[src/verilog/flash_seq_defines.svh]
// Constants for the flash sequencer status and query path
`ifndef FLASH_SEQ_DEFINES_SVH
`define FLASH_SEQ_DEFINES_SVH
`define ADDR_UNLOCK1   12'h555
`define ADDR_UNLOCK2   12'hAAA
`define CODE_UNLOCK1   8'hAA
`define CODE_UNLOCK2   8'h55
`define CODE_QUERY     8'h90
`define CODE_PROGRAM   8'hA0
`define CODE_ERASE     8'h80
`define CODE_BULK      8'h10
`define CODE_SECTOR    8'h30
`define CODE_RESET     8'hF0
`define QSEL_ID        3'h1
`define QSEL_PROT      3'h2
`define STEP_PGM_DATA  3'h6
`define BANK0_SECTORS  12'h0FF
`define BANK1_SECTORS  12'hF00
`define POLL_BIT       7
`define TOGGLE_BIT     6
`define ERROR_BIT      5
`define WINDOW_BIT     3
`define TMR_W          16
`define CLK_MHZ        25
`define WINDOW_US      100
`define WINDOW_CYC     (`WINDOW_US * `CLK_MHZ)
`endif

[src/verilog/flash_seq_pkg.sv]
// Types shared by the flash sequencer status and query path
package flash_seq_pkg;
	typedef enum logic [2:0] {
		S_READ, S_QRY, S_PROG, S_WIN, S_ERASE, S_NOERASE, S_ERR
	} seq_state_t;
endpackage

[src/verilog/flash_status_seq.sv]
// Command decode and status reads for the primary and secondary flash arrays
`timescale 1ns/100ps
`include "flash_seq_defines.svh"

// Contract
// Three writes then read 001 gives identifier (code: primary array only; secondary returns array data)
// Three writes then read 010 queries protection
// Protection read gives 01h or 00h
// Status reads repeat freely while algorithm runs
// Program polling bit is inverted data bit
// Flags valid after fourth or sixth write
// Erase polling bit zero until done
// Program into protected sector is ignored
// All protected erase: polling zero, no erase
// Toggle bit flips on every busy read (code: held zero in S_NOERASE, which still drives busy)
// Toggling stops, array data returns when done
// Host ends on two equal reads
// All protected erase: toggle held zero
// Error flag zero unless operation fails
// Error on zero to one program
// Host abandons a failed sector
// Reset command clears error flag
// Erase window flag low during window
// Commands open with two unlock writes
// F0h write returns to array reads
// Sector selects pick primary or secondary
// Other status bits read as zero
// Idle array reads normally during busy
module flash_status_seq
	import flash_seq_pkg::*;
#(
	parameter int         PROG_CYC  = 16,
	parameter int         ERASE_CYC = 64,
	parameter logic [7:0] ID_CODE   = 8'h5A // Arbitrary identifier value
) (
	input  wire logic        clk,
	input  wire logic        rst_n,
	input  wire logic [11:0] addr,
	input  wire logic [7:0]  wdata,
	input  wire logic        wr,
	input  wire logic        rd,
	input  wire logic [7:0]  primary_sector_selects,
	input  wire logic [3:0]  secondary_sector_selects,
	input  wire logic [7:0]  array_rdata,
	input  wire logic [11:0] sector_protect,
	input  wire logic        op_fail,
	output logic      [7:0]  rdata,
	output logic             pgm_pulse,
	output logic             ers_pulse,
	output logic      [11:0] op_mask,
	output logic      [11:0] pgm_addr,
	output logic      [7:0]  pgm_data,
	output logic      [1:0]  busy
);

	// Refuse timer loads that do not fit the counter
	if (PROG_CYC < 1 || PROG_CYC >= 2 ** `TMR_W || ERASE_CYC < 1 ||
		ERASE_CYC >= 2 ** `TMR_W) begin : g_bad_cyc
		$error("PROG_CYC or ERASE_CYC out of range");
	end

	localparam logic [`TMR_W-1:0] PROG_T  = PROG_CYC[`TMR_W-1:0];
	localparam logic [`TMR_W-1:0] ERASE_T = ERASE_CYC[`TMR_W-1:0];
	localparam logic [`TMR_W-1:0] WIN_T   = `TMR_W'(`WINDOW_CYC);

	// Sector bits owned by one array
	function automatic logic [11:0] bank_bits(input logic b);
		return b ? `BANK1_SECTORS : `BANK0_SECTORS;
	endfunction

	// Match one command cycle against address and data
	function automatic logic is_cmd(input logic [11:0] a, input logic [7:0] d,
		input logic [11:0] ea, input logic [7:0] ed);
		return (a == ea) && (d == ed);
	endfunction

	// Assemble the status word
	function automatic logic [7:0] status_word(input logic p7, input logic tg,
		input logic er, input logic ew);
		logic [7:0] s;
		s = 8'h00;
		s[`POLL_BIT] = ~p7;
		s[`TOGGLE_BIT] = tg;
		s[`ERROR_BIT] = er;
		s[`WINDOW_BIT] = ew;
		return s;
	endfunction

	seq_state_t        st [2];
	seq_state_t        next_st [2];
	logic [2:0]        step [2];
	logic [2:0]        next_step [2];
	logic [`TMR_W-1:0] tmr [2];
	logic [`TMR_W-1:0] next_tmr [2];
	logic [11:0]       mask [2];
	logic [11:0]       next_mask [2];
	logic [1:0]        tgl;
	logic [1:0]        next_tgl;
	logic [1:0]        err;
	logic [1:0]        next_err;
	logic [1:0]        pd7;
	logic [1:0]        next_pd7;
	logic [7:0]        next_rdata;
	logic              next_pgm_pulse;
	logic              next_ers_pulse;
	logic [11:0]       next_op_mask;
	logic [11:0]       next_pgm_addr;
	logic [7:0]        next_pgm_data;
	logic [1:0]        next_busy;
	logic [11:0]       sel;
	logic [1:0]        bank_hit;
	logic [2:0]        qsel;

	// Array selection from the sector selects
	assign sel = {secondary_sector_selects, primary_sector_selects};
	assign bank_hit = {|secondary_sector_selects, |primary_sector_selects};
	assign qsel = {addr[6], addr[1], addr[0]};

	// Per-array command sequencer and read multiplexer
	always_comb begin
		next_rdata = 8'h00;
		next_pgm_pulse = 1'b0;
		next_ers_pulse = 1'b0;
		next_op_mask = op_mask;
		next_pgm_addr = pgm_addr;
		next_pgm_data = pgm_data;
		next_tgl = tgl;
		next_err = err;
		next_pd7 = pd7;
		next_busy = 2'b00;
		for (int b = 0; b < 2; b++) begin
			next_st[b] = st[b];
			next_step[b] = step[b];
			next_mask[b] = mask[b];
			next_tmr[b] = (tmr[b] != '0) ? tmr[b] - 1'b1 : tmr[b];
			case (st[b])
				S_READ: begin
					if (rd && bank_hit[b]) begin
						next_rdata = array_rdata;
					end
					if (wr && bank_hit[b]) begin
						next_step[b] = 3'h0;
						case (step[b])
							3'h0: if (is_cmd(addr, wdata, `ADDR_UNLOCK1, `CODE_UNLOCK1)) begin
								next_step[b] = 3'h1;
							end
							3'h1: if (is_cmd(addr, wdata, `ADDR_UNLOCK2, `CODE_UNLOCK2)) begin
								next_step[b] = 3'h2;
							end
							3'h2: if (addr == `ADDR_UNLOCK1) begin
								if (wdata == `CODE_QUERY) begin
									next_st[b] = S_QRY;
								end else if (wdata == `CODE_PROGRAM) begin
									next_step[b] = `STEP_PGM_DATA;
								end else if (wdata == `CODE_ERASE) begin
									next_step[b] = 3'h3;
								end
							end
							3'h3: if (is_cmd(addr, wdata, `ADDR_UNLOCK1, `CODE_UNLOCK1)) begin
								next_step[b] = 3'h4;
							end
							3'h4: if (is_cmd(addr, wdata, `ADDR_UNLOCK2, `CODE_UNLOCK2)) begin
								next_step[b] = 3'h5;
							end
							3'h5: if (is_cmd(addr, wdata, `ADDR_UNLOCK1, `CODE_BULK)) begin
								next_mask[b] = bank_bits(1'(b));
								next_st[b] = S_WIN;
								next_tmr[b] = '0;
							end else if (wdata == `CODE_SECTOR) begin
								next_mask[b] = sel & bank_bits(1'(b));
								next_st[b] = S_WIN;
								next_tmr[b] = WIN_T;
							end
							`STEP_PGM_DATA: if ((sel & bank_bits(1'(b)) & sector_protect) == '0) begin
								next_st[b] = S_PROG;
								next_tmr[b] = PROG_T;
								next_pd7[b] = wdata[7];
								next_err[b] = |(wdata & ~array_rdata);
								next_pgm_pulse = 1'b1;
								next_op_mask = sel & bank_bits(1'(b));
								next_pgm_addr = addr;
								next_pgm_data = wdata;
							end else begin
								next_step[b] = 3'h0;
							end
							default: next_step[b] = 3'h0;
						endcase
					end
				end
				S_QRY: begin
					if (rd && bank_hit[b]) begin
						if (b == 0 && qsel == `QSEL_ID) begin
							next_rdata = ID_CODE;
						end else if (qsel == `QSEL_PROT) begin
							next_rdata = {7'h00, |(sel & bank_bits(1'(b)) & sector_protect)};
						end else begin
							next_rdata = array_rdata;
						end
					end
					if (wr && bank_hit[b] && wdata == `CODE_RESET) begin
						next_st[b] = S_READ;
						next_step[b] = 3'h0;
					end
				end
				S_WIN: begin
					if (rd && bank_hit[b]) begin
						next_rdata = status_word(1'b1, tgl[b], err[b], 1'b0);
						next_tgl[b] = ~tgl[b];
					end
					if (wr && bank_hit[b] && wdata == `CODE_SECTOR) begin
						next_mask[b] = mask[b] | (sel & bank_bits(1'(b)));
						next_tmr[b] = WIN_T;
					end else if (tmr[b] == '0) begin
						if ((mask[b] & ~sector_protect) == '0) begin
							next_st[b] = S_NOERASE;
							next_tmr[b] = WIN_T;
						end else begin
							next_st[b] = S_ERASE;
							next_tmr[b] = ERASE_T;
							next_ers_pulse = 1'b1;
							next_op_mask = mask[b] & ~sector_protect;
						end
						next_pd7[b] = 1'b1;
					end
				end
				S_PROG, S_ERASE: begin
					if (rd && bank_hit[b]) begin
						next_rdata = status_word(pd7[b], tgl[b], err[b],
							st[b] == S_ERASE);
						next_tgl[b] = ~tgl[b];
					end
					if (op_fail) begin
						next_err[b] = 1'b1;
					end
					if (tmr[b] == '0) begin
						next_st[b] = (err[b] || op_fail) ? S_ERR : S_READ;
						next_step[b] = 3'h0;
					end
				end
				S_NOERASE: begin
					if (rd && bank_hit[b]) begin
						next_rdata = status_word(1'b1, 1'b0, err[b], 1'b1);
					end
					if (tmr[b] == '0) begin
						next_st[b] = S_READ;
						next_step[b] = 3'h0;
					end
				end
				S_ERR: begin
					if (rd && bank_hit[b]) begin
						next_rdata = status_word(pd7[b], tgl[b], err[b], st[b] == S_ERR);
						next_tgl[b] = ~tgl[b];
					end
					if (wr && bank_hit[b] && wdata == `CODE_RESET) begin
						next_err[b] = 1'b0;
						next_st[b] = S_READ;
						next_step[b] = 3'h0;
					end
				end
				default: begin
					next_st[b] = S_READ;
					next_step[b] = 3'h0;
				end
			endcase
			next_busy[b] = (next_st[b] == S_PROG) || (next_st[b] == S_ERASE) ||
				(next_st[b] == S_WIN) || (next_st[b] == S_NOERASE);
		end
	end

	// Register all sequencer state and outputs
	always_ff @(posedge clk or negedge rst_n) begin
		if (!rst_n) begin
			for (int b = 0; b < 2; b++) begin
				st[b] <= S_READ;
				step[b] <= 3'h0;
				tmr[b] <= '0;
				mask[b] <= 12'h000;
			end
			tgl <= 2'h0;
			err <= 2'h0;
			pd7 <= 2'h0;
			rdata <= 8'h00;
			pgm_pulse <= 1'b0;
			ers_pulse <= 1'b0;
			op_mask <= 12'h000;
			pgm_addr <= 12'h000;
			pgm_data <= 8'h00;
			busy <= 2'h0;
		end else begin
			st <= next_st;
			step <= next_step;
			tmr <= next_tmr;
			mask <= next_mask;
			tgl <= next_tgl;
			err <= next_err;
			pd7 <= next_pd7;
			rdata <= next_rdata;
			pgm_pulse <= next_pgm_pulse;
			ers_pulse <= next_ers_pulse;
			op_mask <= next_op_mask;
			pgm_addr <= next_pgm_addr;
			pgm_data <= next_pgm_data;
			busy <= next_busy;
		end
	end

	// Checks on the primary array path
	logic prd;
	assign prd = rd && bank_hit[0] && !bank_hit[1];

	a_read_one_cycle: assert property (@(posedge clk) disable iff (!rst_n)
		!$past(rd) |-> rdata == 8'h00)
		else $error("read data outside the answer cycle");
	a_id_answer: assert property (@(posedge clk) disable iff (!rst_n)
		st[0] == S_QRY && prd && qsel == `QSEL_ID |=> rdata == ID_CODE)
		else $error("identifier not returned");
	a_prot_answer: assert property (@(posedge clk) disable iff (!rst_n)
		st[0] == S_QRY && prd && qsel == `QSEL_PROT
		|=> rdata == {7'h00, $past(|(primary_sector_selects & sector_protect[7:0]))})
		else $error("protection answer wrong");
	a_prog_poll: assert property (@(posedge clk) disable iff (!rst_n)
		st[0] == S_PROG && prd |=> rdata[`POLL_BIT] == ~$past(pd7[0]))
		else $error("program polling bit not inverted");
	a_erase_poll: assert property (@(posedge clk) disable iff (!rst_n)
		st[0] == S_ERASE && prd |=> !rdata[`POLL_BIT] && rdata[`WINDOW_BIT])
		else $error("erase polling bit not zero");
	a_prot_ignore: assert property (@(posedge clk) disable iff (!rst_n)
		st[0] == S_READ && step[0] == `STEP_PGM_DATA && wr && bank_hit[0] &&
		|(sel & sector_protect & `BANK0_SECTORS) |=> st[0] == S_READ && !pgm_pulse)
		else $error("protected program not ignored");
	a_noerase_flags: assert property (@(posedge clk) disable iff (!rst_n)
		st[0] == S_NOERASE && prd |=> rdata[7:6] == 2'b00)
		else $error("flags not held low for protected erase");
	a_toggle_flip: assert property (@(posedge clk) disable iff (!rst_n)
		(st[0] == S_PROG && prd) ##1 (st[0] == S_PROG && prd)
		|=> rdata[`TOGGLE_BIT] != $past(rdata[`TOGGLE_BIT]))
		else $error("toggle bit did not flip");
	a_err_clear: assert property (@(posedge clk) disable iff (!rst_n)
		st[0] == S_ERR && wr && bank_hit[0] && wdata == `CODE_RESET
		|=> !err[0] && st[0] == S_READ)
		else $error("reset command did not clear error");
	a_win_close: assert property (@(posedge clk) disable iff (!rst_n)
		st[0] == S_WIN && tmr[0] == '0 && !wr |=> st[0] inside {S_ERASE, S_NOERASE})
		else $error("erase window did not close");
	a_zero_one_err: assert property (@(posedge clk) disable iff (!rst_n)
		st[0] == S_READ && step[0] == `STEP_PGM_DATA && wr && bank_hit[0] &&
		!bank_hit[1] && !(|(sel & sector_protect & `BANK0_SECTORS)) &&
		|(wdata & ~array_rdata) |=> err[0] && st[0] == S_PROG)
		else $error("zero to one program not flagged");

endmodule

[config.mk]
export PLATFORM = sky130hd
export DESIGN_NAME = flash_status_seq
export DESIGN_NICKNAME = d
export VERILOG_FILES = /design/src/verilog/flash_seq_pkg.sv /design/src/verilog/flash_status_seq.sv
export VERILOG_INCLUDE_DIRS = /design/src /design/src/verilog
export SDC_FILE = /design/constraint.sdc
export NUM_CORES = 1
export LEC_CHECK = 0
export BUFFER_PORTS_ARGS = -buffer_cell sky130_fd_sc_hd__buf_4
export CORE_ASPECT_RATIO = 0.7
export CORE_MARGIN = 2
export CORE_UTILIZATION = 40
export CTS_BUF_LIST = sky130_fd_sc_hd__clkbuf_4 sky130_fd_sc_hd__clkbuf_8
export DETAILED_ROUTE_END_ITERATION = 16
export SETUP_SLACK_MARGIN = 0.4
export SLEW_MARGIN = 20
export SYNTH_ARGS = -nofsm -noshare
export SYNTH_HDL_FRONTEND = slang
export SYNTH_SLANG_ARGS = --single-unit
[constraint.sdc]
create_clock -name clk -period 5.65 [get_ports clk]
set_clock_uncertainty 0.2 [all_clocks]
set_input_delay 0.2825 -clock clk [delete_from_list [all_inputs] [get_ports clk]]
set_output_delay 0.2825 -clock clk [all_outputs]
set_load 0.005 [all_outputs]
==> results.toml, run 1 <==
[finish]
drive_above_1_share_pct = 18.8
fin_area_sq_um = 7730
register_area_sq_um = 2650
post-route-util_pct = 49.9
syn_to_final_growth_pct = 21.9
multiInputGateArea_sq_um = 3470
diodes = 0
nNetsFinal = 879
fillers = 1494

[global_route]
antenna_found_initial = 0
grt.busiest_layer = "met1"
gr-usage-met2_pct = 34.5
grt_first_pass_wirelength_um = 31200
globalRouteTotalUtil_pct = 23.6
met1_usage_pct = 35.3
overflow = 0
grtUsageMet3_pct = 5.68
first_global_vias = 5863
grt_max_degree = 66

[clock_network]
clockBufferDepth = 2
cts-resized-gates = 0
cts_buffers = 9
cts_htree_levels = 3
hold_buffers = 29
cts_tree = "built"
cts_setup_buffers = 0
clkTransAtPathRegs_ps = 90
clkLatencyLatePin_ps = 390
root_buffer = "clkbuf_8"
clock-sinks = 106

[drt]
drt-wirelength-per-cell_um = 19.1
dr.pass1.iters = 5
route.antenna.remaining_nets = 0
viasPerCell = 5.95
drt-total-wl_um = 19600
drt_iter0_drc = 554
drc = 0
vias = 6084

[setup_path]
crit_fanout = 23
cp.arrival_ps = 3640
worstPathCellList = "nand3b_1 > a31oi_2 > nand3_1 > a21oi_1 > a211oi_1 > a221o_1"
critPathLaunchType = "register"
rr_worst_depth = 6
endpoint = "op_mask[10]$_DFF_PN0_"
crit_path_end_kind = "register"
critPathRequiredTime_ps = 5720
reg2reg_slack_ps = 2090
critical_path.startpoint = "st[1]$_DFF_PN0_"
r2r-start = "st[1]$_DFF_PN0_"
critPathKind = "reg -> reg"
slowest_delay_ps = 780
r2r-end = "op_mask[10]$_DFF_PN0_"
cp_slowest_cell = "dfrtp_1"

[sta]
finalHoldViolations = 0
rsz0062_at_grt = "false"
fmax_mhz = 281
slew_headroom_pct = 30.8
worst_slew_pin_slew_ps = 1030
fin_crit_ps = 3560
drv_slew = 0
fin_crit_sh_pct = 63.1
tns_ps = 0
setup_violations = 0

[pwr]
combPwrFrac_pct = 21.2
pwr-share-clk_pct = 26.5
power_density_nw_per_um2 = 223
power_switching_w = 0.000536
leakage_nw = 3.26
ir_worst_vdd_mv = 0.108
pwr-share-seq_pct = 52.3
switching_share_pct = 31.1
p_int_w = 0.00119

[yosys]
yosys_most_used_dff = "dfrtp_1"
mappedNetlistArea_sq_um = 6350
synth_top_cell_area_share_pct = 41.8
yosysTopAreaCell = "dfrtp_1"
yosys.cell_count.top_type = "dfrtp_1"
yosys_warnings = 0
avgSynthCellArea_sq_um = 8.96
seq_area_frac_synth_pct = 41.8
synthTopCellsByArea = "dfrtp_1, nor2_1, nand2_1"
synth_edf_count = 0
synth_top_cells_by_count = "dfrtp_1, nor2_1, nand2_1, o21ai_0, a21oi_1"
ys_types = 76
synthCells = 708
ys_ff_latch = 106
synth_async_sr_flop_share_pct = 100
syn_nets = 769

[placed_design]
port_buffers = 100
place_area_sq_um = 7250
dp_hpwl_um = 14700
globalplace.congestion = 0.884

[outcome]
status = "finished, final reports clean"

[die]
die_x_um = 155
die_area_sq_um = 16900
ios = 101
core-area_sq_um = 15500
initial_core_util_pct = 40.9
rows = 38
die_y_um = 109

[min_path]
min_path_type = "in -> reg"

[run]
maxCapViolCount = 0
layout by cell type, fill, tap and decap left out, types with 16 or more instances in the layout:
cell type	netlist	layout
inv_1	25	25
buf_4	1	105
nor2_1	67	67
a21oi_1	35	35
a22oi_1	16	16
nand2_1	62	62
nor2b_1	16	16
nand3_1	17	17
dfrtp_1	106	106
nor3_1	29	29
nor4_1	21	20
o21ai_0	38	38
dlygate4sd3_1	0	29
power by group through the flow:
stage	Combinational [W]	Clock (W)	Sequential, W
2_1_floorplan	0.000221	0	0.000888
3_3_place_gp	0.000340	0	0.000911
3_5_place_dp	0.000345	0	0.000913
4_1_cts	0.000363	0.000468	0.000899
5_1_grt	0.000406	0.000500	0.000915
6_report	0.000365	0.000457	0.000901
layout make-up:
| type | count | share of cell area [%] |
|---|---|---|
| Tap cell | 200 | 3.24 |
| Clock inverter | 4 | 0.340 |
| Clock buffer | 12 | 2.05 |
| Inverter | 26 | 1.26 |
| Sequential cell | 106 | 34.3 |
| Multi-Input combinational cell | 541 | 44.9 |
| Timing Repair Buffer | 134 | 13.9 |
flip-flops by register name, indices dropped and copies added (netlist names):
| name | count |
|---|---|
| op_mask | 12 |
| tmr | 32 |
| tgl | 2 |
| mask | 12 |
| pgm_addr | 12 |
| pd7 | 2 |
| ers_pulse | 1 |
| err | 2 |
| st | 6 |
| step | 6 |
| pgm_data | 8 |
| busy | 2 |
| pgm_pulse | 1 |
| rdata | 8 |
per-stage QoR:
stage,instances,total power [W],hold slack (ps),setup WS [ps]
final,1023,0.00172,11.2,2090
after CTS,1023,0.00173,3.22,2150
after global placement,978,0.00125,104,2230
after floorplan,708,0.00111,-213,2860
after global routing,1023,0.00182,5.62,1720
after detailed placement,978,0.00126,106,2190
layer usage:
| layer | share of wire (%) | vias up |
|---|---|---|
| met5 | 0 | - |
| met4 | 1.1 | 0 |
| met3 | 7.9 | 17 |
| met2 | 41 | 260 |
| met1 | 50 | 2954 |
| li1 | - | 2853 |
cells by family after synthesis:
group / Yosys count / share of synthesized area, %
mux: 16 / 2.80
xor+xnor: 27 / 3.73
simple gates: 296 / 25.1
flops: 106 / 41.8
fa+ha+maj: 4 / 0.789
compound gates: 198 / 21.9
buf+inv: 61 / 3.86
worst min-delay path by stage:
stage | startpoint | endpoint | slack, ps | cells past startpoint
CTS | addr[0] | pgm_addr[0]$_DFF_PN0_ | 3 | 3
floorplan | rst_n | busy[0]$_DFF_PN0_ | -210 | 0
finish | secondary_sector_selects[2] | op_mask[10]$_DFF_PN0_ | 10 | 2
global placement | rst_n | tmr[21]$_DFF_PN0_ | 100 | 1
detailed placement | rst_n | tmr[23]$_DFF_PN0_ | 110 | 1
global route | secondary_sector_selects[2] | mask[10]$_DFFE_PN0P_ | 6 | 2
critical path, delay by kind of cell (launching register included):
kind | cells | cell delay [ps]
DFF | 1 | 780
AOI/OAI and AO/OA | 4 | 1690
and+or+nand+nor | 2 | 770
Power figures use the tool's default switching activity.
==> run 2: changes to the inputs <==
- clock period: 5.65 -> 3.5 ns (I/O delays scaled with it)
==> run 2 against run 1 <==
Net effect:
- clock-buffer cell count fell by 1
- final area is 2.9% higher
- global-route usage rose by 0.49 points
- register-to-register slack got worse by 1500 ps
- first-iteration DRC count down 21%
- core utilization rose by 1.5 points
- worst hold slack better by 20 ps
- wire length increased by 1.7%
- via count is 2.9% higher
- die area unchanged
- flip-flop and latch count unchanged
- worst setup slack lost 1600 ps
- critical path type is now in -> reg
- highest routed layer unchanged
==> results.toml, run 2 (synthesized netlist as in run 1, its figures left out) <==
[sta]
fin_crit_ps = 3000
fin_crit_sh_pct = 85.8
setup_violations = 0
drv_slew = 0
tns_ps = 0
finalHoldViolations = 0
worst_slew_pin_slew_ps = 819
slew_headroom_pct = 44.9
rsz0062_at_grt = "false"
fmax_mhz = 333

[setup_path]
reg2reg_slack_ps = 620
crit_family = "buffers and inverters"
crit_path_end_kind = "register"
critPathKind = "in -> reg"
worstPathCellList = "dlygate4sd3_1 > buf_4 > or4_1 > o211ai_1 > nor2_1 > nand2_1 > nand2_1 > dlygate4sd3_1"
worst-path-buf-inv = 3
critPathLaunchType = "primary input"
cp_slowest_cell = "o211ai_1"
r2r-end = "op_mask[8]$_DFF_PN0_"
cp.arrival_ps = 3070
slowest_delay_ps = 660
critPathRequiredTime_ps = 3570
crit_fanout = 7
rr_worst_depth = 5
r2r-start = "tmr[21]$_DFF_PN0_"

[pwr]
leakage_nw = 3.39
power_w = 0.00284
power_density_nw_per_um2 = 357
ir_worst_vdd_mv = 0.177

[clock_network]
cts_htree_levels = 3
cts_tree = "built"
clkLatencyLatePin_ps = 380
clockBufferDepth = 2
cts_setup_buffers = 0
cts_buffers = 9
root_buffer = "clkbuf_8"
clkTransAtPathRegs_ps = 100
clock-sinks = 106

[finish]
largest_reg_flops = 32
drive_above_1_share_pct = 20.3
post-route-util_pct = 51.4
mostFrequentLayoutCells = "buf_4, dfrtp_1, nor2_1, nand2_1, dlygate4sd3_1"
nNetsFinal = 905
syn_to_final_growth_pct = 25.5
regMostFlops = "tmr"
final_common_cell = "buf_4"
diodes = 0

[min_path]
hp-start = "wdata[1]"
hold_path_depth = 3
min_to = "pgm_data[1]$_DFF_PN0_"
min_path_type = "in -> reg"

[placed_design]
port_buffers = 100
globalplace.congestion = 0.910
dp_hpwl_um = 14900

[drt]
viasPerCell = 5.97
vias = 6260
drt_iter0_drc = 437
drt-wirelength-per-cell_um = 19.0
drt-total-wl_um = 19900
route.antenna.remaining_nets = 0
drc = 0
dr.pass1.iters = 5

[die]
initial_core_util_pct = 40.9
rows = 38
die_area_sq_um = 16900
die_x_um = 155
core-area_sq_um = 15500
die_y_um = 109
ios = 101

[global_route]
grt_max_degree = 45
grt_first_pass_wirelength_um = 32000
antenna_found_initial = 0
first_global_vias = 6036
globalRouteTotalUtil_pct = 24.1
overflow = 0

[run]
maxCapViolCount = 0

[outcome]
status = "finished, final reports clean"
-- run 2: area by class of cell --
type	count	area (sq um)
clock inverters	5	45.0
fillers	1461	7540
multi-input cells	541	3470
inverters	26	97.6
flip-flops and latches	106	2650
repair buffers	160	1300
well taps	200	250
clock buffers	11	151
-- run 2: worst min-delay path: stages --
cell	delay [ps]
buf_4	130
inv_1	110
o21ai_0	160
-- run 2: report_power, final --
| group | internal, W | total [W] | switching, W |
|---|---|---|---|
| Sequential | 0.00133 | 0.00146 | 0.000125 |
| Combinational | 0.000298 | 0.000613 | 0.000316 |
| Clock | 0.000309 | 0.000768 | 0.000460 |
| Total | 0.00194 | 0.00284 | 0.000900 |
-- run 2: what timing repair did --
action | CTS | global route
hold endpoints to repair | 92 | 0
gates resized for setup | 0 | 2
hold buffers | 39 | 0
endpoints found under the setup margin | 0 | 16
-- run 2: routing by layer --
metal  track usage, %  routed length, um
met5                0                  0
met4             5.22                192
met3             4.93               1660
met2             35.5               8330
met1             36.5               9700
-- run 2: how the worst max path moves through the flow --
stage	from	to	cells past startpoint	slack [ps]
detailed placement	primary_sector_selects[4]	busy[0]$_DFF_PN0_	8	640
finish	primary_sector_selects[4]	rdata[4]$_DFF_PN0_	8	500
global route	tmr[7]$_DFF_PN0_	busy[1]$_DFF_PN0_	7	410
floorplan	tmr[16]$_DFF_PN0_	busy[0]$_DFF_PN0_	8	710
global placement	tmr[16]$_DFF_PN0_	op_mask[11]$_DFF_PN0_	7	670
CTS	primary_sector_selects[4]	busy[0]$_DFF_PN0_	9	490
-- run 2: stage by stage --
stage	cells	area [sq um]	worst slack [ps]	hold slack, ps
after floorplan	708	6350	708	-321
after CTS	1049	7960	487	11.6
final	1049	7960	496	31.2
after global routing	1049	7960	408	28.4
after detailed placement	994	7370	644	28.9
after global placement	994	7370	674	17.7
==> run 3: changes to the inputs <==
--- a/config.mk
+++ b/config.mk
@@ -7,4 +7,5 @@
 export NUM_CORES = 1
 export LEC_CHECK = 0
+export ABC_AREA = 1
 export BUFFER_PORTS_ARGS = -buffer_cell sky130_fd_sc_hd__buf_4
 export CORE_ASPECT_RATIO = 0.7
==> constraint.sdc (replaced) <==
create_clock -name clk -period 3.5 [get_ports clk]
set_clock_uncertainty 0.2 [all_clocks]
set_input_delay 0 -clock clk [delete_from_list [all_inputs] [get_ports clk]]
set_output_delay 0 -clock clk [all_outputs]
set_load 0.005 [all_outputs]
==> run 3 against run 2 <==
Net effect:
- the flow now finishes with violations (negative hold slack)
- largest cell class unchanged
- cell count is 43% higher
- total power is 18% lower
- largest power group unchanged
- flip-flop and latch count stayed put
- critical endpoint is now op_mask[6]$_DFF_PN0_
- core utilization is 0.33 points lower
- fmax is 2.4% higher
- die area is 16% higher
==> results.toml, run 3 <==
[outcome]
status = "finished, violations left"
violations = "negative hold slack"

[run]
maxCapViolCount = 0

[sta]
tns_ps = 0
drv_slew = 0
worst_slew_pin_slew_ps = 760
fin_crit_sh_pct = 83.8
fmax_mhz = 341
rsz0062_at_grt = "true"
hold-worst-slack_ps = -5.47
setup_violations = 0
slew_headroom_pct = 49.4
fin_crit_ps = 2930
finalHoldViolations = 4

[setup_path]
critPathLaunchType = "primary input"
crit_path_end_kind = "register"
cp.arrival_ps = 3080
crit_fanout = 7
critPathRequiredTime_ps = 3650
critPathKind = "in -> reg"
rr_worst_depth = 10

[global_route]
antenna_found_initial = 0
grtUsageMet3_pct = 5.21
grt_first_pass_wirelength_um = 38000
met1_usage_pct = 37.3
gr-usage-met2_pct = 34.4
grt.busiest_layer = "met1"
first_global_vias = 7235
globalRouteTotalUtil_pct = 24.2
grt_max_degree = 56
overflow = 0

[drt]
drc = 0
drt-total-wl_um = 23100
drt_iter0_drc = 614
dr.pass1.iters = 5
drt-wirelength-per-cell_um = 15.4
viasPerCell = 5.15
route.antenna.remaining_nets = 0
vias = 7745

[pwr]
pwr-share-clk_pct = 34.7
pwr-share-seq_pct = 52.9
p_int_w = 0.00170
combPwrFrac_pct = 12.4
ir_worst_vdd_mv = 0.256
power_switching_w = 0.000632
leakage_nw = 4.78
power_w = 0.00234
power_density_nw_per_um2 = 254
switching_share_pct = 27.0

[min_path]
min_path_type = "in -> async"

[yosys]
synth_top_cells_by_count = "nand2_1, nor2_1, inv_1, dfrtp_1, nand3_1"
seq_area_frac_synth_pct = 36.0
mappedNetlistArea_sq_um = 7370
yosysTopAreaCell = "dfrtp_1"
avgSynthCellArea_sq_um = 6.70
ys_types = 46
synthCells = 1100
yosys_most_used_dff = "dfrtp_1"
synth_async_sr_flop_share_pct = 100
yosys_warnings = 0
synth_top_cell_area_share_pct = 36.0
ys_ff_latch = 106
synth_edf_count = 0
synthTopCellsByArea = "dfrtp_1, nand2_1, nor2_1"
yosys.cell_count.top_type = "nand2_1"
syn_nets = 1161

[clock_network]
cts_setup_buffers = 0
cts_tree = "built"
clockBufferDepth = 2
clkTransAtPathRegs_ps = 110
clkLatencyLatePin_ps = 400
root_buffer = "clkbuf_8"
cts_htree_levels = 3
clock-sinks = 106
cts_buffers = 9

[die]
die_area_sq_um = 19500
ios = 101
core-area_sq_um = 18000
die_y_um = 118
rows = 41
initial_core_util_pct = 40.9
die_x_um = 166

[placed_design]
place_inst = 1423
port_buffers = 100
dp_hpwl_um = 17500
globalplace.congestion = 0.907

[finish]
drive_above_1_share_pct = 16.6
fillers = 1826
diodes = 0
regMostFlops = "tmr"
mostFrequentLayoutCells = "nand2_1, nor2_1, inv_1, dfrtp_1, buf_4"
nNetsFinal = 1324
largest_reg_flops = 32
final_cell_count_no_fill = 1504
syn_to_final_growth_pct = 24.8
final_common_cell = "nand2_1"
==> run 3: changes by cell type after synthesis, moves of 27 or more <==
cell	previous run	this run
clkbuf_1	29	2
inv_1	25	117
inv_2	0	27
nand2_1	62	303
nand3_1	17	102
nor2_1	67	163
==> run 3: power by group through the flow <==
stage,registers (W),logic [W],clock network (W)
after CTS,0.00124,0.000287,0.000839
after detailed placement,0.00126,0.000227,0
after global routing,0.00124,0.000321,0.000889
final,0.00124,0.000290,0.000811
after global placement,0.00126,0.000227,0
after floorplan,0.00126,0.0000884,0
==> run 3: final cells by class <==
cell class	instances	area [sq um]	area share (%)
inverters	146	548	5.96
flip-flops and latches	106	2650	28.9
well taps	236	295	3.21
clock buffers	9	124	1.35
clock inverters	7	78.8	0.858
multi-input cells	831	4050	44.1
repair buffers	169	1440	15.7
==> run 3: through the flow <==
step / util [%] / cell area (sq um) / setup slack (ps)
2_1_floorplan: - / 7370 / 1530
3_3_place_gp: 46.2 / 8320 / 692
3_5_place_dp: 46.2 / 8320 / 714
4_1_cts: 50.9 / 9170 / 442
5_1_grt: 51.0 / 9190 / 382
6_report: 51.0 / 9190 / 566
==> run 3: cell families after synthesis <==
logic type / Yosys count / synth area share [%]
simple gates: 653 / 39.3
buf+inv: 163 / 9.09
compound gates: 153 / 12.4
flops: 106 / 36.0
xor+xnor: 20 / 2.38
fa+ha+maj: 4 / 0.679
mux: 1 / 0.136
==> run 3: timing repair <==
| item | CTS | global route |
|---|---|---|
| gates resized for setup | 0 | 7 |
| hold buffers | 65 | 0 |
| hold endpoints to repair | 129 | 0 |
| setup endpoints to repair | 0 | 29 |
==> run 3: worst max-delay path, cell delays in order <==
cell and delay [ps]:
dlygate4sd3_1 540, buf_4 150, nand2_1 50, dlygate4sd3_1 530, nand2_1 50, dlygate4sd3_1 560
nor2_2 200, nand3_1 160, inv_2 160, nand2_4 110, o22ai_1 370, nand2_1 110
nand2_1 80
==> run 3: final timing paths <==
check / slack (ps) / to / startpoint
min: -5 / busy[1]$_DFF_PN0_ / rst_n
max reg2reg: 580 / op_mask[2]$_DFF_PN0_ / tmr[16]$_DFF_PN0_
min reg2reg: 270 / tgl[0]$_DFFE_PN0P_ / tgl[0]$_DFFE_PN0P_
max: 570 / op_mask[6]$_DFF_PN0_ / primary_sector_selects[7]
max in group asynchronous: 2250 / op_mask[1]$_DFF_PN0_ / rst_n
min in group clk: 180 / pgm_addr[11]$_DFF_PN0_ / addr[11]
==> run 3: metal layers <==
metal	routed length [um]	part of all wire (%)
met2	9450	41
met1	11700	51
met3	1700	7.4
met4	272	1.2
met5	0	0
